[config.mk]
export PLATFORM = sky130hd
export DESIGN_NAME = csi_top
export DESIGN_NICKNAME = d
export VERILOG_FILES = /design/src/csi_pkg.sv /design/src/csi_top.sv
export SDC_FILE = /design/constraint.sdc
export NUM_CORES = 1
export LEC_CHECK = 0
export ABC_AREA = 1
export BUFFER_PORTS_ARGS = -buffer_cell sky130_fd_sc_hd__buf_4
export CAP_MARGIN = 20
export CORE_ASPECT_RATIO = 0.9
export CORE_UTILIZATION = 51
export CTS_BUF_LIST = sky130_fd_sc_hd__clkbuf_8
export DETAILED_ROUTE_END_ITERATION = 8
export GPL_ROUTABILITY_DRIVEN = 0
export PLACE_DENSITY = 0.69
export SLEW_MARGIN = 40
export SYNTH_ARGS = -nofsm -noshare
export SYNTH_HDL_FRONTEND = slang
export SYNTH_SLANG_ARGS = --single-unit
[constraint.sdc]
create_clock -name clk_in -period 5.7 [get_ports clk_in]
set_input_delay 1.71 -clock clk_in [delete_from_list [all_inputs] [get_ports clk_in]]
set_output_delay 1.71 -clock clk_in [all_outputs]
set_load 0.05 [all_outputs]
[src/csi_pkg.sv]
// Constants shared by the clock security and integrity status block
package csi_pkg;
    // Register bus geometry
    localparam int ADDR_W = 8;                    // Register address width
    localparam int DATA_W = 8;                    // Register data width

    // Register offsets
    localparam logic [7:0] OFS_CTRL_STATUS = 8'h25;  // Integrity control/status
    localparam logic [7:0] OFS_EVT_STATUS  = 8'h26;  // Sticky event status, write one to clear
    localparam logic [7:0] OFS_EVT_MASK    = 8'h27;  // Event mask for the summary interrupt

    // Field positions in the control/status register
    localparam int BIT_WDG_RF   = 0;              // Watchdog reset flag
    localparam int BIT_CLK_LOSS = 1;              // Clock loss flag
    localparam int BIT_CLK_IE   = 2;              // Clock loss interrupt enable
    localparam int BIT_RSVD_LO  = 3;              // Reserved, reads zero
    localparam int BIT_LV_RF    = 4;              // Low voltage reset flag
    localparam int BIT_SUP_FLAG = 5;              // Supply warning flag
    localparam int BIT_SUP_IE   = 6;              // Supply warning interrupt enable
    localparam int BIT_RSVD_HI  = 7;              // Reserved, reads zero

    // Field positions in the event status and mask registers
    localparam int EVT_CLK = 0;                   // Safe oscillator took over
    localparam int EVT_SUP = 1;                   // Supply warning flag toggled
    localparam int EVT_W   = 2;                   // Number of event bits

    // Reset values
    localparam logic [7:0] RST_CTRL_STATUS = 8'h00;  // Control/status after power-on
    localparam logic [1:0] RST_EVT         = 2'h0;   // Event status and mask

    // Pin input channels
    localparam int CH_MAIN = 0;                   // Main oscillator level
    localparam int CH_SAFE = 1;                   // Safe oscillator level
    localparam int CH_SUP  = 2;                   // Supply comparator output
    localparam int N_CH    = 3;                   // Number of synchronised pins
    localparam int SYNC_STAGES = 3;               // Flops per pin synchroniser

    // Timing
    localparam int CLK_MHZ        = 200;          // Core sampling clock rate
    localparam int LOSS_TIME_NS   = 1000;         // Longest gap between main edges
    localparam int GLITCH_TIME_NS = 12;           // Least stable time of a main level
    localparam int LOSS_CYC   = LOSS_TIME_NS * CLK_MHZ / 1000;            // Rounded down
    localparam int GLITCH_CYC = (GLITCH_TIME_NS * CLK_MHZ + 999) / 1000;  // Rounded up
    localparam int RECOVER_EDGES = 16;            // Good main edges before switching back
    localparam int CNT_W = 16;                    // Width of the timing counters
endpackage

[src/csi_top.sv]
// Clock supervisor, supply warning and reset cause status register
//
// Operation
// - Main clock lost, core runs on safe oscillator
// - Main clock recovered, return automatically to main
// - Glitch filtering only while the PLL runs
// - Safe oscillator driving core sets clock loss flag
// - Clock loss irq needs enable and unmasked CPU
// - Status read clears clock loss after recovery
// - Supervision off: flag zero, enable ignored
// - Irqs wake from WAIT, never from HALT
// - HALT freezes register, stops supervision, resumes
// - Supply flag toggle requests irq, ISR entry clears
// - Supply flag read-only, one below threshold
// - Low voltage reset sets flag, zero write clears
// - Low voltage flag survives pin and watchdog resets
// - Watchdog reset sets flag; zero write, LOW_VOLTAGE_DETECTOR clear
// - Flag pair decodes pin, watchdog, low voltage
// - Bits seven and three reserved, read zero
// - Register at 25h, resets to 00h
// - Supply warning only with low voltage detection
`timescale 1ns/1ps
module csi_top #(
    parameter int                     CNT_W         = csi_pkg::CNT_W,
    parameter logic [CNT_W-1:0]       LOSS_CYC      = CNT_W'(csi_pkg::LOSS_CYC),
    parameter logic [CNT_W-1:0]       GLITCH_CYC    = CNT_W'(csi_pkg::GLITCH_CYC),
    parameter logic [CNT_W-1:0]       RECOVER_EDGES = CNT_W'(csi_pkg::RECOVER_EDGES)
) (
    input  wire logic       clk_in,                // 200 MHz sampling clock
    input  wire logic       rst_n_in,              // Power-on reset, async, active low
    input  wire logic [7:0] reg_addr_in,           // Register address
    input  wire logic [7:0] reg_wdata_in,          // Register write data
    input  wire logic       reg_wr_in,             // Write strobe
    input  wire logic       reg_rd_in,             // Read strobe
    output logic      [7:0] reg_rdata_out,         // Read data, cycle after strobe
    input  wire logic       main_osc_clk_in,       // Main oscillator, asynchronous
    input  wire logic       safe_osc_clk_in,       // Safe oscillator, asynchronous
    input  wire logic       supply_below_in,       // Supply comparator, asynchronous
    input  wire logic       pll_enable_in,         // PLL running
    input  wire logic       css_option_in,         // Clock supervision enabled by option
    input  wire logic       lvd_option_in,         // Low voltage detection enabled by option
    input  wire logic       sys_reset_pin_in,      // Pulse: pin reset finished
    input  wire logic       sys_reset_wdg_in,      // Pulse: watchdog reset finished
    input  wire logic       sys_reset_lvd_in,      // Pulse: low voltage reset finished
    input  wire logic       halt_in,               // CPU in HALT
    input  wire logic       wait_in,               // CPU in WAIT
    input  wire logic       cpu_irq_mask_in,       // CPU interrupts masked
    input  wire logic       supply_isr_enter_in,   // Pulse: supply ISR entered
    output logic            core_clk_out,          // Selected core clock
    output logic            safe_clk_active_out,   // Core runs on safe oscillator
    output logic            safe_osc_enable_out,   // Safe oscillator enable
    output logic            clock_loss_irq_out,    // Clock loss interrupt request
    output logic            supply_irq_out,        // Supply warning interrupt request
    output logic            wake_out,              // Wake CPU from WAIT
    output logic            irq_out                // Summary interrupt, masked events
);
    localparam int NC = csi_pkg::N_CH;
    localparam int NS = csi_pkg::SYNC_STAGES;
    localparam int EW = csi_pkg::EVT_W;

    // Whole module state in one record
    typedef struct packed {
        logic [NC-1:0][NS-1:0] sync;       // Pin synchroniser chains
        logic [NC-1:0]         lvl;        // Agreed pin levels
        logic                  main_f;     // Filtered main oscillator level
        logic [CNT_W-1:0]      gl_cnt;     // Glitch filter stability count
        logic [CNT_W-1:0]      loss_cnt;   // Cycles since last main edge
        logic [CNT_W-1:0]      rec_cnt;    // Good main edges while on safe
        logic                  safe_mode;  // Supervisor wants safe source
        logic                  sel;        // Mux select, 1 = safe source
        logic                  core_clk;   // Registered core clock
        logic                  clock_loss_flag;       // Clock loss flag
        logic                  css_ie;     // Clock loss irq enable
        logic                  sup_flag;   // Supply warning flag
        logic                  sup_ie;     // Supply warning irq enable
        logic                  sup_pend;   // Supply irq pending
        logic                  lv_rf;      // Low voltage reset flag
        logic                  wdg_rf;     // Watchdog reset flag
        logic [EW-1:0]         evt;        // Sticky event status
        logic [EW-1:0]         mask;       // Event mask
        logic [7:0]            rdata;      // Read data register
    } csi_state_t;

    csi_state_t      q;                    // Current state
    csi_state_t      d;                    // Next state
    logic [NC-1:0]   pin_raw;              // Asynchronous pin levels
    logic [NC-1:0]   lvl_nxt;              // Agreed levels, next
    logic [NC-1:0][NS-1:0] sync_nxt;       // Shifted chains
    logic            rst_any;              // Any system reset finished
    logic            css_run;              // Supervisor active
    logic            main_rise;            // Filtered main rising edge
    logic            sup_toggle;           // Supply flag changes this cycle
    logic [7:0]      ctrl_val;             // Control/status read value
    logic            wr_ctrl;              // Write to control/status
    logic            rd_ctrl;              // Read of control/status

    assign pin_raw = {supply_below_in, safe_osc_clk_in, main_osc_clk_in};

    // Three-flop synchronisers; stage 0 feeds only stage 1
    for (genvar i = 0; i < NC; i++) begin : g_sync
        assign sync_nxt[i] = {q.sync[i][NS-2:0], pin_raw[i]};
        // New level counts once stages 1 and 2 agree
        assign lvl_nxt[i]  = (q.sync[i][1] == q.sync[i][2]) ? q.sync[i][2] : q.lvl[i];
    end

    assign rst_any = sys_reset_pin_in | sys_reset_wdg_in | sys_reset_lvd_in;
    // Supervision stops while halted or when disabled by option
    assign css_run = css_option_in & ~halt_in;
    assign wr_ctrl = reg_wr_in && (reg_addr_in == csi_pkg::OFS_CTRL_STATUS);
    assign rd_ctrl = reg_rd_in && (reg_addr_in == csi_pkg::OFS_CTRL_STATUS);

    // Read image; reserved bits tied low, clock loss forced low when off
    always_comb begin
        ctrl_val = 8'h00;
        ctrl_val[csi_pkg::BIT_WDG_RF]   = q.wdg_rf;
        ctrl_val[csi_pkg::BIT_CLK_LOSS] = q.clock_loss_flag & css_option_in;
        ctrl_val[csi_pkg::BIT_CLK_IE]   = q.css_ie;
        ctrl_val[csi_pkg::BIT_LV_RF]    = q.lv_rf;
        ctrl_val[csi_pkg::BIT_SUP_FLAG] = q.sup_flag;
        ctrl_val[csi_pkg::BIT_SUP_IE]   = q.sup_ie;
    end

    // Next-state logic
    always_comb begin
        d           = q;
        d.sync      = sync_nxt;
        d.lvl       = lvl_nxt;
        main_rise   = 1'b0;
        sup_toggle  = 1'b0;

        // Glitch filter: only with PLL on does a level need to settle
        if (!pll_enable_in) begin
            d.main_f = q.lvl[csi_pkg::CH_MAIN];
            d.gl_cnt = '0;
        end else if (q.lvl[csi_pkg::CH_MAIN] != q.main_f) begin
            if (CNT_W'(q.gl_cnt + 1'b1) >= GLITCH_CYC) begin
                d.main_f = q.lvl[csi_pkg::CH_MAIN];
                d.gl_cnt = '0;
            end else begin
                d.gl_cnt = CNT_W'(q.gl_cnt + 1'b1);
            end
        end else begin
            // Spike shorter than the filter time is dropped
            d.gl_cnt = '0;
        end
        main_rise = d.main_f & ~q.main_f;

        // Loss detection and recovery counting
        if (!css_option_in) begin
            // Supervision off: core never leaves main oscillator
            d.safe_mode = 1'b0;
            d.loss_cnt  = '0;
            d.rec_cnt   = '0;
        end else if (css_run) begin
            if (main_rise) begin
                d.loss_cnt = '0;
                if (q.safe_mode) begin
                    // Switch back only after a run of healthy edges
                    if (CNT_W'(q.rec_cnt + 1'b1) >= RECOVER_EDGES) begin
                        d.safe_mode = 1'b0;
                        d.rec_cnt   = '0;
                    end else begin
                        d.rec_cnt = CNT_W'(q.rec_cnt + 1'b1);
                    end
                end
            end else if (q.loss_cnt == CNT_W'(LOSS_CYC - 1'b1)) begin
                // No edge within the loss time: take safe oscillator
                d.safe_mode = 1'b1;
                d.rec_cnt   = '0;
            end else begin
                d.loss_cnt = CNT_W'(q.loss_cnt + 1'b1);
                if (q.loss_cnt >= CNT_W'(LOSS_CYC >> 1)) begin
                    // A slow edge breaks the recovery run, so a
                    // stuttering resonator never hands the core back
                    d.rec_cnt = '0;
                end
            end
        end
        // In HALT the loss and recovery state above holds, so the old setup resumes

        // Glitch-free mux: change source only while both levels are low
        if ((q.sel != q.safe_mode) && !q.core_clk && !q.lvl[csi_pkg::CH_SAFE] && !q.main_f) begin
            d.sel = q.safe_mode;
        end
        d.core_clk = q.sel ? q.lvl[csi_pkg::CH_SAFE] : q.main_f;

        // Register updates are frozen in HALT
        if (!halt_in) begin
            // Clock loss flag: set wins over the read clear
            d.clock_loss_flag = css_option_in &
                     (q.sel | (q.clock_loss_flag & ~(rd_ctrl & ~q.safe_mode)));

            // Supply flag follows comparator only with detection on
            d.sup_flag = lvd_option_in & q.lvl[csi_pkg::CH_SUP];
            sup_toggle = d.sup_flag != q.sup_flag;

            // Pending supply request: toggle sets, ISR entry clears
            d.sup_pend = (q.sup_pend & ~supply_isr_enter_in) |
                         (sup_toggle & q.sup_ie);

            if (wr_ctrl) begin
                d.css_ie = reg_wdata_in[csi_pkg::BIT_CLK_IE];
                d.sup_ie = reg_wdata_in[csi_pkg::BIT_SUP_IE];
                // Cause flags only clear on a zero; ones are ignored
                d.lv_rf  = q.lv_rf  & reg_wdata_in[csi_pkg::BIT_LV_RF];
                d.wdg_rf = q.wdg_rf & reg_wdata_in[csi_pkg::BIT_WDG_RF];
            end

            // Sticky events; set wins over write-one-to-clear
            d.evt = q.evt;
            if (reg_wr_in && (reg_addr_in == csi_pkg::OFS_EVT_STATUS)) begin
                d.evt = q.evt & ~reg_wdata_in[EW-1:0];
            end
            d.evt[csi_pkg::EVT_CLK] = d.evt[csi_pkg::EVT_CLK] | (d.clock_loss_flag & ~q.clock_loss_flag);
            d.evt[csi_pkg::EVT_SUP] = d.evt[csi_pkg::EVT_SUP] | sup_toggle;
            if (reg_wr_in && (reg_addr_in == csi_pkg::OFS_EVT_MASK)) begin
                d.mask = reg_wdata_in[EW-1:0];
            end
        end

        // System reset: control to reset values, cause flags updated
        if (rst_any) begin
            d.css_ie    = csi_pkg::RST_CTRL_STATUS[csi_pkg::BIT_CLK_IE];
            d.sup_ie    = csi_pkg::RST_CTRL_STATUS[csi_pkg::BIT_SUP_IE];
            d.sup_pend  = 1'b0;
            d.clock_loss_flag      = 1'b0;
            d.safe_mode = 1'b0;
            d.loss_cnt  = '0;
            d.rec_cnt   = '0;
            d.evt       = csi_pkg::RST_EVT;
            d.mask      = csi_pkg::RST_EVT;
            // Watchdog sets its flag; pin reset leaves both flags
            if (sys_reset_wdg_in) begin
                d.wdg_rf = 1'b1;
            end
            // Low voltage reset sets its flag and wipes the watchdog one
            if (sys_reset_lvd_in) begin
                d.lv_rf  = 1'b1;
                d.wdg_rf = 1'b0;
            end
        end

        // Read data stands only in the cycle after the strobe
        d.rdata = 8'h00;
        if (reg_rd_in) begin
            unique case (reg_addr_in)
                csi_pkg::OFS_CTRL_STATUS: d.rdata = ctrl_val;
                csi_pkg::OFS_EVT_STATUS:  d.rdata = {{(8-EW){1'b0}}, q.evt};
                csi_pkg::OFS_EVT_MASK:    d.rdata = {{(8-EW){1'b0}}, q.mask};
                default:                  d.rdata = 8'h00;
            endcase
        end
    end

    // State register; power-on gives all zero, cause flags included
    always_ff @(posedge clk_in or negedge rst_n_in) begin
        if (!rst_n_in) begin
            q <= '0;
        end else begin
            q <= d;
        end
    end

    // Outputs
    assign reg_rdata_out       = q.rdata;
    assign core_clk_out        = q.core_clk;
    assign safe_clk_active_out = q.sel;
    // Safe oscillator off in HALT and when supervision is disabled
    assign safe_osc_enable_out = css_run;
    // Clock loss request needs option, enable, flag and open CPU mask
    assign clock_loss_irq_out  = css_option_in & q.css_ie & q.clock_loss_flag & ~cpu_irq_mask_in;
    assign supply_irq_out      = q.sup_pend & ~cpu_irq_mask_in;
    // These sources never end a HALT
    assign wake_out            = wait_in & ~halt_in & (clock_loss_irq_out | supply_irq_out);
    assign irq_out             = |(q.evt & q.mask);
endmodule
==> results.yml, run 1 <==
clocking:
  htree_num_levels: 3
  clock_latency_ns: 0.36
  ctsResizeCount: 0
  numCtsBuffers: 9
  post_cts_buffers: 0
  postCtsHoldBufs: 0
  root_buffer: "clkbuf_8"
  cts_tree: "yes"
  cts_sinks: 81
  cts.path.max_buffers: 2
  path_clk_slew_ns: 0.08
worst_setup_path:
  end_kind: "primary output"
  startpoint: "css_option_in"
  r2r-end: "q[24]"
  critPathLaunchType: "input pin"
  crit_type: "in -> out"
  r2r_start: "q[54]"
  r2r_slack_ns: 3.26
  critPathMaxFanout: 3
  arrival_ns: 2.47
  crit_end: "wake_out"
  crit_required_ns: 3.99
  r2r_cells: 17
finish:
  fin_cells: 747
  drive_gt1_frac: 0.1497
  diodes: 0
  syn_to_final_growth_pct: 13.76
  stdcell_area_um2: 5099
  fill_cells: 811
  final_util: 0.5979
  nets: 661
power_and_ir_drop:
  p_comb_frac: 0.082
  intPower_mw: 0.8278
  p_switching_mw: 0.2959
  p_per_area_nw_per_um2: 220.4
  ir_worst_vdd_mv: 0.09777
  seqPwrFrac: 0.537
  power_frac_clock: 0.381
  p_leak_nw: 2.378
  swShare: 0.2633
synth:
  syn_inst: 568
  synth_edf_count: 0
  synth_seq_area_share: 0.4523
  yosysMostFrequentCell: "nand2_1"
  ys_top_cells_by_count: "140 x nand2_1, 85 x inv_1, 81 x dfrtp_1"
  synth_seq_cells: 81
  synth_area_um2: 4482
  synth_ff_type: "dfrtp_1"
  synth.avg_cell_area_um2: 7.890
  ys_warn_count: 0
  synth_cell_types: 39
  synth.top_cell.area_share: 0.4523
  yosys.area.top_type: "dfrtp_1"
  ys_async_sr_fraction: 1.000
  synth_area_leaders: "dfrtp_1 45%, nand2_1 12%, inv_1 7.1%, nor2_1 5.6%, nand3_1 3.7%"
global_routing:
  overflow: 0
  grt_pass1_wl_um: 15080
  grt_max_degree: 82
  track_usage: 0.2076
  grt_pass1_vias: 3468
  antenna_found_initial: 0
status:
  status: "finished, final reports clean"
route:
  drc: 0
  first_pass_iters: 4
  vias_per_cell: 4.900
  ant_nets: 0
  drtIter0Drc: 170
  routed_wirelength_um: 8727
  wl_per_cell_um: 11.68
  num_vias: 3660
min_path:
  min_path_cells: 0
  min_path_type: "reg -> reg"
place:
  dpl_cell_area_um2: 4896
  dp.cells: 731
  portBuffers: 42
  hpwl_um: 6407
floorplanning:
  fp.dieW_um: 100.8
  row_count: 32
  die_h_um: 90.94
  fp.dieArea_um2: 9168
  fp.coreArea_um2: 8528
  io_pins: 48
  start_util: 0.5255
sta:
  slew_violations: 0
  fmax_mhz: 239.3
  tns_ns: 0
  worst_slew_pin_slew_ns: 0.7056
  setup-violations-final: 0
  finalHoldViolCount: 0
  finalCriticalPeriod_ns: 4.179
  max_slew_margin: 0.5296
  rsz0062_at_grt: "no"
  fin_crit_sh: 0.7332
  final.setup_skew_ns: 0.01449
run:
  drv_cap: 0
==> layer usage <==
| metal | vias to the layer above | global-route usage | wire, µm | share of wire |
|---|---|---|---|---|
| met5 | - | 0 | 0 | 0 |
| met4 | 0 | 0.06401 | 76 | 0.0087 |
| met3 | 6 | 0.04619 | 266 | 0.030 |
| met1 | 1722 | 0.2787 | 4217 | 0.48 |
| li1 | 1871 | - | - | - |
| met2 | 61 | 0.3350 | 4167 | 0.48 |
==> how the worst min path moves through the flow <==
stage / slack (ns) / end / from
5_1_grt: 0.37 / d[82] / d[81]
3_5_place_dp: 0.34 / d[82] / d[81]
2_1_floorplan: 0.33 / d[76] / d[75]
4_1_cts: 0.36 / d[82] / d[81]
6_report: 0.36 / d[82] / d[81]
3_3_place_gp: 0.33 / d[82] / d[81]
==> power by group through the flow <==
stage	clock [mW]	combinational (mW)	sequential, mW
5_1_grt	0.464	0.104	0.606
3_3_place_gp	0	0.0911	0.614
3_5_place_dp	0	0.0936	0.615
6_report	0.428	0.0927	0.603
2_1_floorplan	0	0.0488	0.619
4_1_cts	0.442	0.0940	0.603
==> flip-flops by register name, summed over array words and instances (netlist names) <==
| register | cells |
|---|---|
| core_clk_out | 1 |
| ctrl_val | 5 |
| d | 6 |
| q | 62 |
| reg_rdata_out | 6 |
| safe_clk_active_out | 1 |
==> area by class of cell <==
class	count	area (µm²)	share of cell area
Clock buffer	9	123.9	0.02429
Sequential cell	81	2027	0.3975
Inverter	89	334.1	0.06552
Clock inverter	7	78.83	0.01546
Tap cell	119	148.9	0.02920
Multi-Input combinational cell	400	2067	0.4054
Timing Repair Buffer	42	319.1	0.06258
==> metrics by stage <==
stage	setup slack (ns)	hold WS (ns)	power [mW]
floorplan	0.2699	0.3312	0.6675
global placement	1.521	0.3340	0.7051
detailed placement	1.525	0.3448	0.7086
CTS	1.511	0.3640	1.139
global route	1.389	0.3655	1.174
finish	1.521	0.3598	1.124
==> placed cells by master, fill, tap and decap left out, types with 3 or more instances in the layout <==
cell and instances:
nand3b_1 7, maj3_1 3, inv_2 3, nor2_4 13, nand2_4 3, nand3_1 33, o22ai_1 3, nor3_1 5
inv_1 85, a21oi_1 9, clkbuf_8 9, o21ai_1 14, nor2_1 67, nand2_2 3, nor4_1 5, ha_1 5
dfrtp_1 81, buf_4 41, xor2_1 12, nand4_1 19, conb_1 16, nand2_1 140, o21ai_0 21, nor2_2 6
==> critical path, cell delays in order <==
cell and delay [ns]:
buf_4 0.10, nand2_1 0.07, nor3_1 0.19, o21ai_0 0.11, nor2_1 0.09, buf_4 0.20
==> kinds of logic after synthesis <==
group	share of synthesized area
flip-flops	0.4523
XOR/XNOR	0.02736
adder cells (fa/ha/maj)	0.02066
AO/OA/AOI/OAI	0.06030
other	0.0008367
AND/OR/NAND/NOR	0.3395
buffers and inverters	0.09911
Power figures use the tool's default switching activity.
==> run 2: changes to the inputs <==
==> constraint.sdc (replaced) <==
create_clock -name clk_in -period 3.95 [get_ports clk_in]
set_input_delay 1.185 -clock clk_in [delete_from_list [all_inputs] [get_ports clk_in]]
set_output_delay 1.185 -clock clk_in [all_outputs]
set_load 0.05 [all_outputs]
==> results.yml, run 2 (synthesized netlist as in run 1, its figures left out) <==
worst_setup_path:
  end_kind: "primary output"
  critPathSlowestCell: "buf_4"
  crit_required_ns: 2.76
  arrival_ns: 1.92
  r2r_slack_ns: 1.50
  r2r_cells: 17
  crit_type: "in -> out"
  max_stage_delay_ns: 0.20
  critPathLaunchType: "input pin"
  cpMostUsedCell: "buf_4"
  r2r-end: "q[25]"
  cp_cell_sequence: "buf_4 -> nand2_1 -> nor3_2 -> o21ai_0 -> nor2_1 -> buf_4"
  r2r_start: "q[54]"
  critPathMaxFanout: 3
sta:
  fin_ws_ns: 0.8499
  rsz0062_at_grt: "no"
  worst_slew_pin_slew_ns: 0.6274
  slew_violations: 0
  fmax_mhz: 322.6
  max_slew_margin: 0.5818
  finalCriticalPeriod_ns: 3.100
  final.setup_skew_ns: 0.01053
  setup-violations-final: 0
  fin_crit_sh: 0.7848
  finalHoldViolCount: 0
  tns_ns: 0
global_routing:
  track_usage: 0.2000
  grt_pass1_vias: 3355
  antenna_found_initial: 0
  grt_pass1_wl_um: 14680
  grt_max_degree: 82
  overflow: 0
power_and_ir_drop:
  p_leak_nw: 2.383
  ir_worst_vdd_mv: 0.1853
  p_per_area_nw_per_um2: 319.5
floorplanning:
  fp.dieArea_um2: 9168
  fp.dieW_um: 100.8
  die_h_um: 90.94
  io_pins: 48
  start_util: 0.5255
  fp.coreArea_um2: 8528
  row_count: 32
place:
  dpl_cell_area_um2: 4901
  portBuffers: 42
  hpwl_um: 6254
  place_ws_ns: 0.8276
clocking:
  htree_num_levels: 3
  cts_sinks: 81
  cts_tree: "yes"
  post_cts_buffers: 0
  postCtsHoldBufs: 0
  path_clk_slew_ns: 0.08
  ctsResizeCount: 0
  clock_latency_ns: 0.35
  root_buffer: "clkbuf_8"
  cts.path.max_buffers: 2
  numCtsBuffers: 9
route:
  first_pass_iters: 4
  ant_nets: 0
  routed_wirelength_um: 8398
  num_vias: 3634
  drc: 0
  vias_per_cell: 4.865
  drtIter0Drc: 131
  wl_per_cell_um: 11.24
finish:
  largest_reg_flops: 62
  nets: 661
  drive_gt1_frac: 0.1513
  diodes: 0
  final_cell_mix: "140 x nand2_1, 85 x inv_1, 81 x dfrtp_1, 67 x nor2_1, 41 x buf_4"
  syn_to_final_growth_pct: 14.13
  top_register: "q"
  stdcell_area_um2: 5115
  mostFrequentLayoutCell: "nand2_1"
status:
  status: "finished, final reports clean"
min_path:
  min_from: "d[75]"
  min_to: "d[76]"
  min_path_cells: 0
  min_path_type: "reg -> reg"
run:
  drv_cap: 0
[run 2: cell count changes in the layout (fill, tap and decap cells not counted), sizes merged]
cell,change
clkbuf,+2
clkinv,-1
buf,-1
[run 2: layout make-up]
type	count	area, µm²
fill	788	3413
clock inverter	6	73.82
tap	119	148.9
sequential	81	2027
multi-input combinational	400	2072
timing repair buffer	42	321.6
clock buffer	10	137.6
inverter	89	334.1
[run 2: per-layer routing]
layer | track usage | vias to the layer above | part of all wire | routed length (µm)
met5 | 0 | - | 0 | 0
met4 | 0.05676 | 0 | 0.011 | 90
met3 | 0.04696 | 8 | 0.038 | 318
met2 | 0.3156 | 58 | 0.47 | 3949
met1 | 0.2749 | 1685 | 0.48 | 4040
li1 | - | 1883 | - | -
[run 2: critical path: cells and delay by family]
family | cells | cell delay (ns)
AO/OA/AOI/OAI | 1 | 0.10
buffers and inverters | 2 | 0.30
AND/OR/NAND/NOR | 3 | 0.33
[run 2: how the worst max path moves through the flow]
stage | cells after the start | slack [ns] | end | start
2_1_floorplan | 3 | 0.02 | wake_out | cpu_irq_mask_in
3_3_place_gp | 6 | 0.86 | wake_out | css_option_in
3_5_place_dp | 11 | 0.83 | q[44] | sys_reset_lvd_in
4_1_cts | 6 | 0.85 | wake_out | css_option_in
5_1_grt | 6 | 0.74 | wake_out | css_option_in
6_report | 6 | 0.85 | wake_out | css_option_in
[run 2: report_power, final]
part           total, mW  internal (mW)  switching, mW
Clock              0.632          0.317          0.315
Sequential         0.870          0.850         0.0196
Combinational      0.132         0.0458         0.0861
[run 2: through the flow]
stage / cells / total power [mW] / hold slack, ns / util
global placement: 731 / 1.018 / 0.3336 / 0.5742
finish: 747 / 1.634 / 0.3611 / 0.5998
floorplan: 583 / 0.9632 / 0.3312 / -
global route: 747 / 1.709 / 0.3677 / 0.5998
CTS: 747 / 1.661 / 0.3658 / 0.5995
detailed placement: 731 / 1.021 / 0.3443 / 0.5747
==> run 3: changes to the inputs <==
==> constraint.sdc (replaced) <==
create_clock -name clk_in -period 3.1 [get_ports clk_in]
set_input_delay 0.93 -clock clk_in [delete_from_list [all_inputs] [get_ports clk_in]]
set_output_delay 0.93 -clock clk_in [all_outputs]
set_load 0.05 [all_outputs]
==> results.yml, run 3 (synthesized netlist as in run 1, its figures left out) <==
sta:
  final.setup_skew_ns: 0.008066
  finalCriticalPeriod_ns: 2.605
  tns_ns: 0
  rsz0062_at_grt: "no"
  fin_crit_sh: 0.8404
  fmax_mhz: 383.8
  finalHoldViolCount: 0
  setup-violations-final: 0
  slew_violations: 0
clocking:
  ctsResizeCount: 0
  postCtsHoldBufs: 0
  htree_num_levels: 3
  post_cts_buffers: 0
  path_clk_slew_ns: 0.08
  cts.path.max_buffers: 2
  numCtsBuffers: 9
  root_buffer: "clkbuf_8"
  cts_sinks: 81
  cts_tree: "yes"
  clock_latency_ns: 0.35
route:
  wl_met1_um: 4166
  routed.top_layer: "met4"
  routed_wirelength_um: 8532
  first_pass_iters: 5
  ant_nets: 0
  wl_per_cell_um: 11.39
  drc: 0
  dr_wl_met2_um: 4015
  num_vias: 3583
  drtIter0Drc: 109
  vias_per_cell: 4.784
  met3_length_um: 240
status:
  status: "finished, final reports clean"
global_routing:
  antenna_found_initial: 0
  grt_pass1_wl_um: 14610
  track_usage: 0.2005
  grt_pass1_vias: 3334
  grt_max_degree: 49
  overflow: 0
finish:
  nets: 663
  multi_input_area_um2: 2083
  stdcell_area_um2: 5139
  syn_to_final_growth_pct: 14.66
  fill_cells: 792
  drive_gt1_frac: 0.1571
  ff_latch_area_um2: 2027
  final_cell_mix: "140 x nand2_1, 85 x inv_1, 81 x dfrtp_1, 65 x nor2_1, 43 x buf_4"
  mostFrequentLayoutCell: "nand2_1"
  top_register: "q"
  diodes: 0
  largest_reg_flops: 62
power_and_ir_drop:
  ir_worst_vdd_mv: 0.2490
  p_leak_nw: 2.399
  power_mw: 2.059
  p_per_area_nw_per_um2: 400.8
worst_setup_path:
  crit_required_ns: 2.17
  cp_cell_sequence: "buf_4 -> nand2_1 -> nor3_4 -> o21ai_0 -> nor2_2 -> buf_4"
  arrival_ns: 1.68
  critPathMaxFanout: 3
  crit_type: "in -> out"
  max_stage_delay_ns: 0.19
  critPathLaunchType: "input pin"
  r2r_cells: 17
  end_kind: "primary output"
  cpMostUsedCell: "buf_4"
  critPathSlowestCell: "buf_4"
floorplanning:
  die_h_um: 90.94
  io_pins: 48
  fp.dieW_um: 100.8
  fp.coreArea_um2: 8528
  start_util: 0.5255
  fp.dieArea_um2: 9168
  row_count: 32
place:
  portBuffers: 42
  dpl_cell_area_um2: 4936
  hpwl_um: 6351
min_path:
  min_path_cells: 0
  min_path_type: "reg -> reg"
run:
  drv_cap: 0
run 3: worst max-delay path: cells and delay by family:
family | cells | cell delay, ns
AOI/OAI and AO/OA | 1 | 0.12
buffers and inverters | 2 | 0.28
and+or+nand+nor | 3 | 0.34
run 3: final timing paths:
check                              start  endpoint  slack, ns
hold / removal                     d[75]     d[76]       0.36
setup / recovery           css_option_in  wake_out       0.49
max in group asynchronous       rst_n_in     q[40]       1.97
setup reg to reg                   q[54]     q[25]       0.66
min in group asynchronous       rst_n_in     q[59]       0.52
hold reg to reg                    d[75]     d[76]       0.36
run 3: report_power, final:
part,internal (mW),total (mW),switching [mW],leakage (nW)
clock network,0.380,0.778,0.398,0.0977
logic,0.0609,0.173,0.112,1.24
registers,1.08,1.11,0.0244,1.06
total,1.52,2.06,0.535,2.40
run 3: layout make-up:
cell class	count	share of cell area
Inverter	89	0.06501
Clock inverter	7	0.01534
Multi-Input combinational cell	400	0.4054
Clock buffer	9	0.02411
Tap cell	119	0.02897
Timing Repair Buffer	44	0.06672
Sequential cell	81	0.3944
run 3: per-layer routing:
layer | global-route usage | vias to the layer above
met4 | 0.06039 | 0
met3 | 0.04003 | 13
met1 | 0.2757 | 1635
li1 | - | 1888
met5 | 0 | -
met2 | 0.3202 | 47
run 3: per-stage QoR:
| stage | hold slack, ns | instances | utilization | setup WS, ns |
|---|---|---|---|---|
| floorplan | 0.3312 | 583 | - | 0.1043 |
| global placement | 0.3334 | 733 | 0.5788 | 0.3884 |
| detailed placement | 0.3434 | 733 | 0.5788 | 0.3299 |
| CTS | 0.3637 | 749 | 0.6026 | 0.4828 |
| global route | 0.3667 | 749 | 0.6026 | 0.3926 |
| finish | 0.3604 | 749 | 0.6026 | 0.4947 |
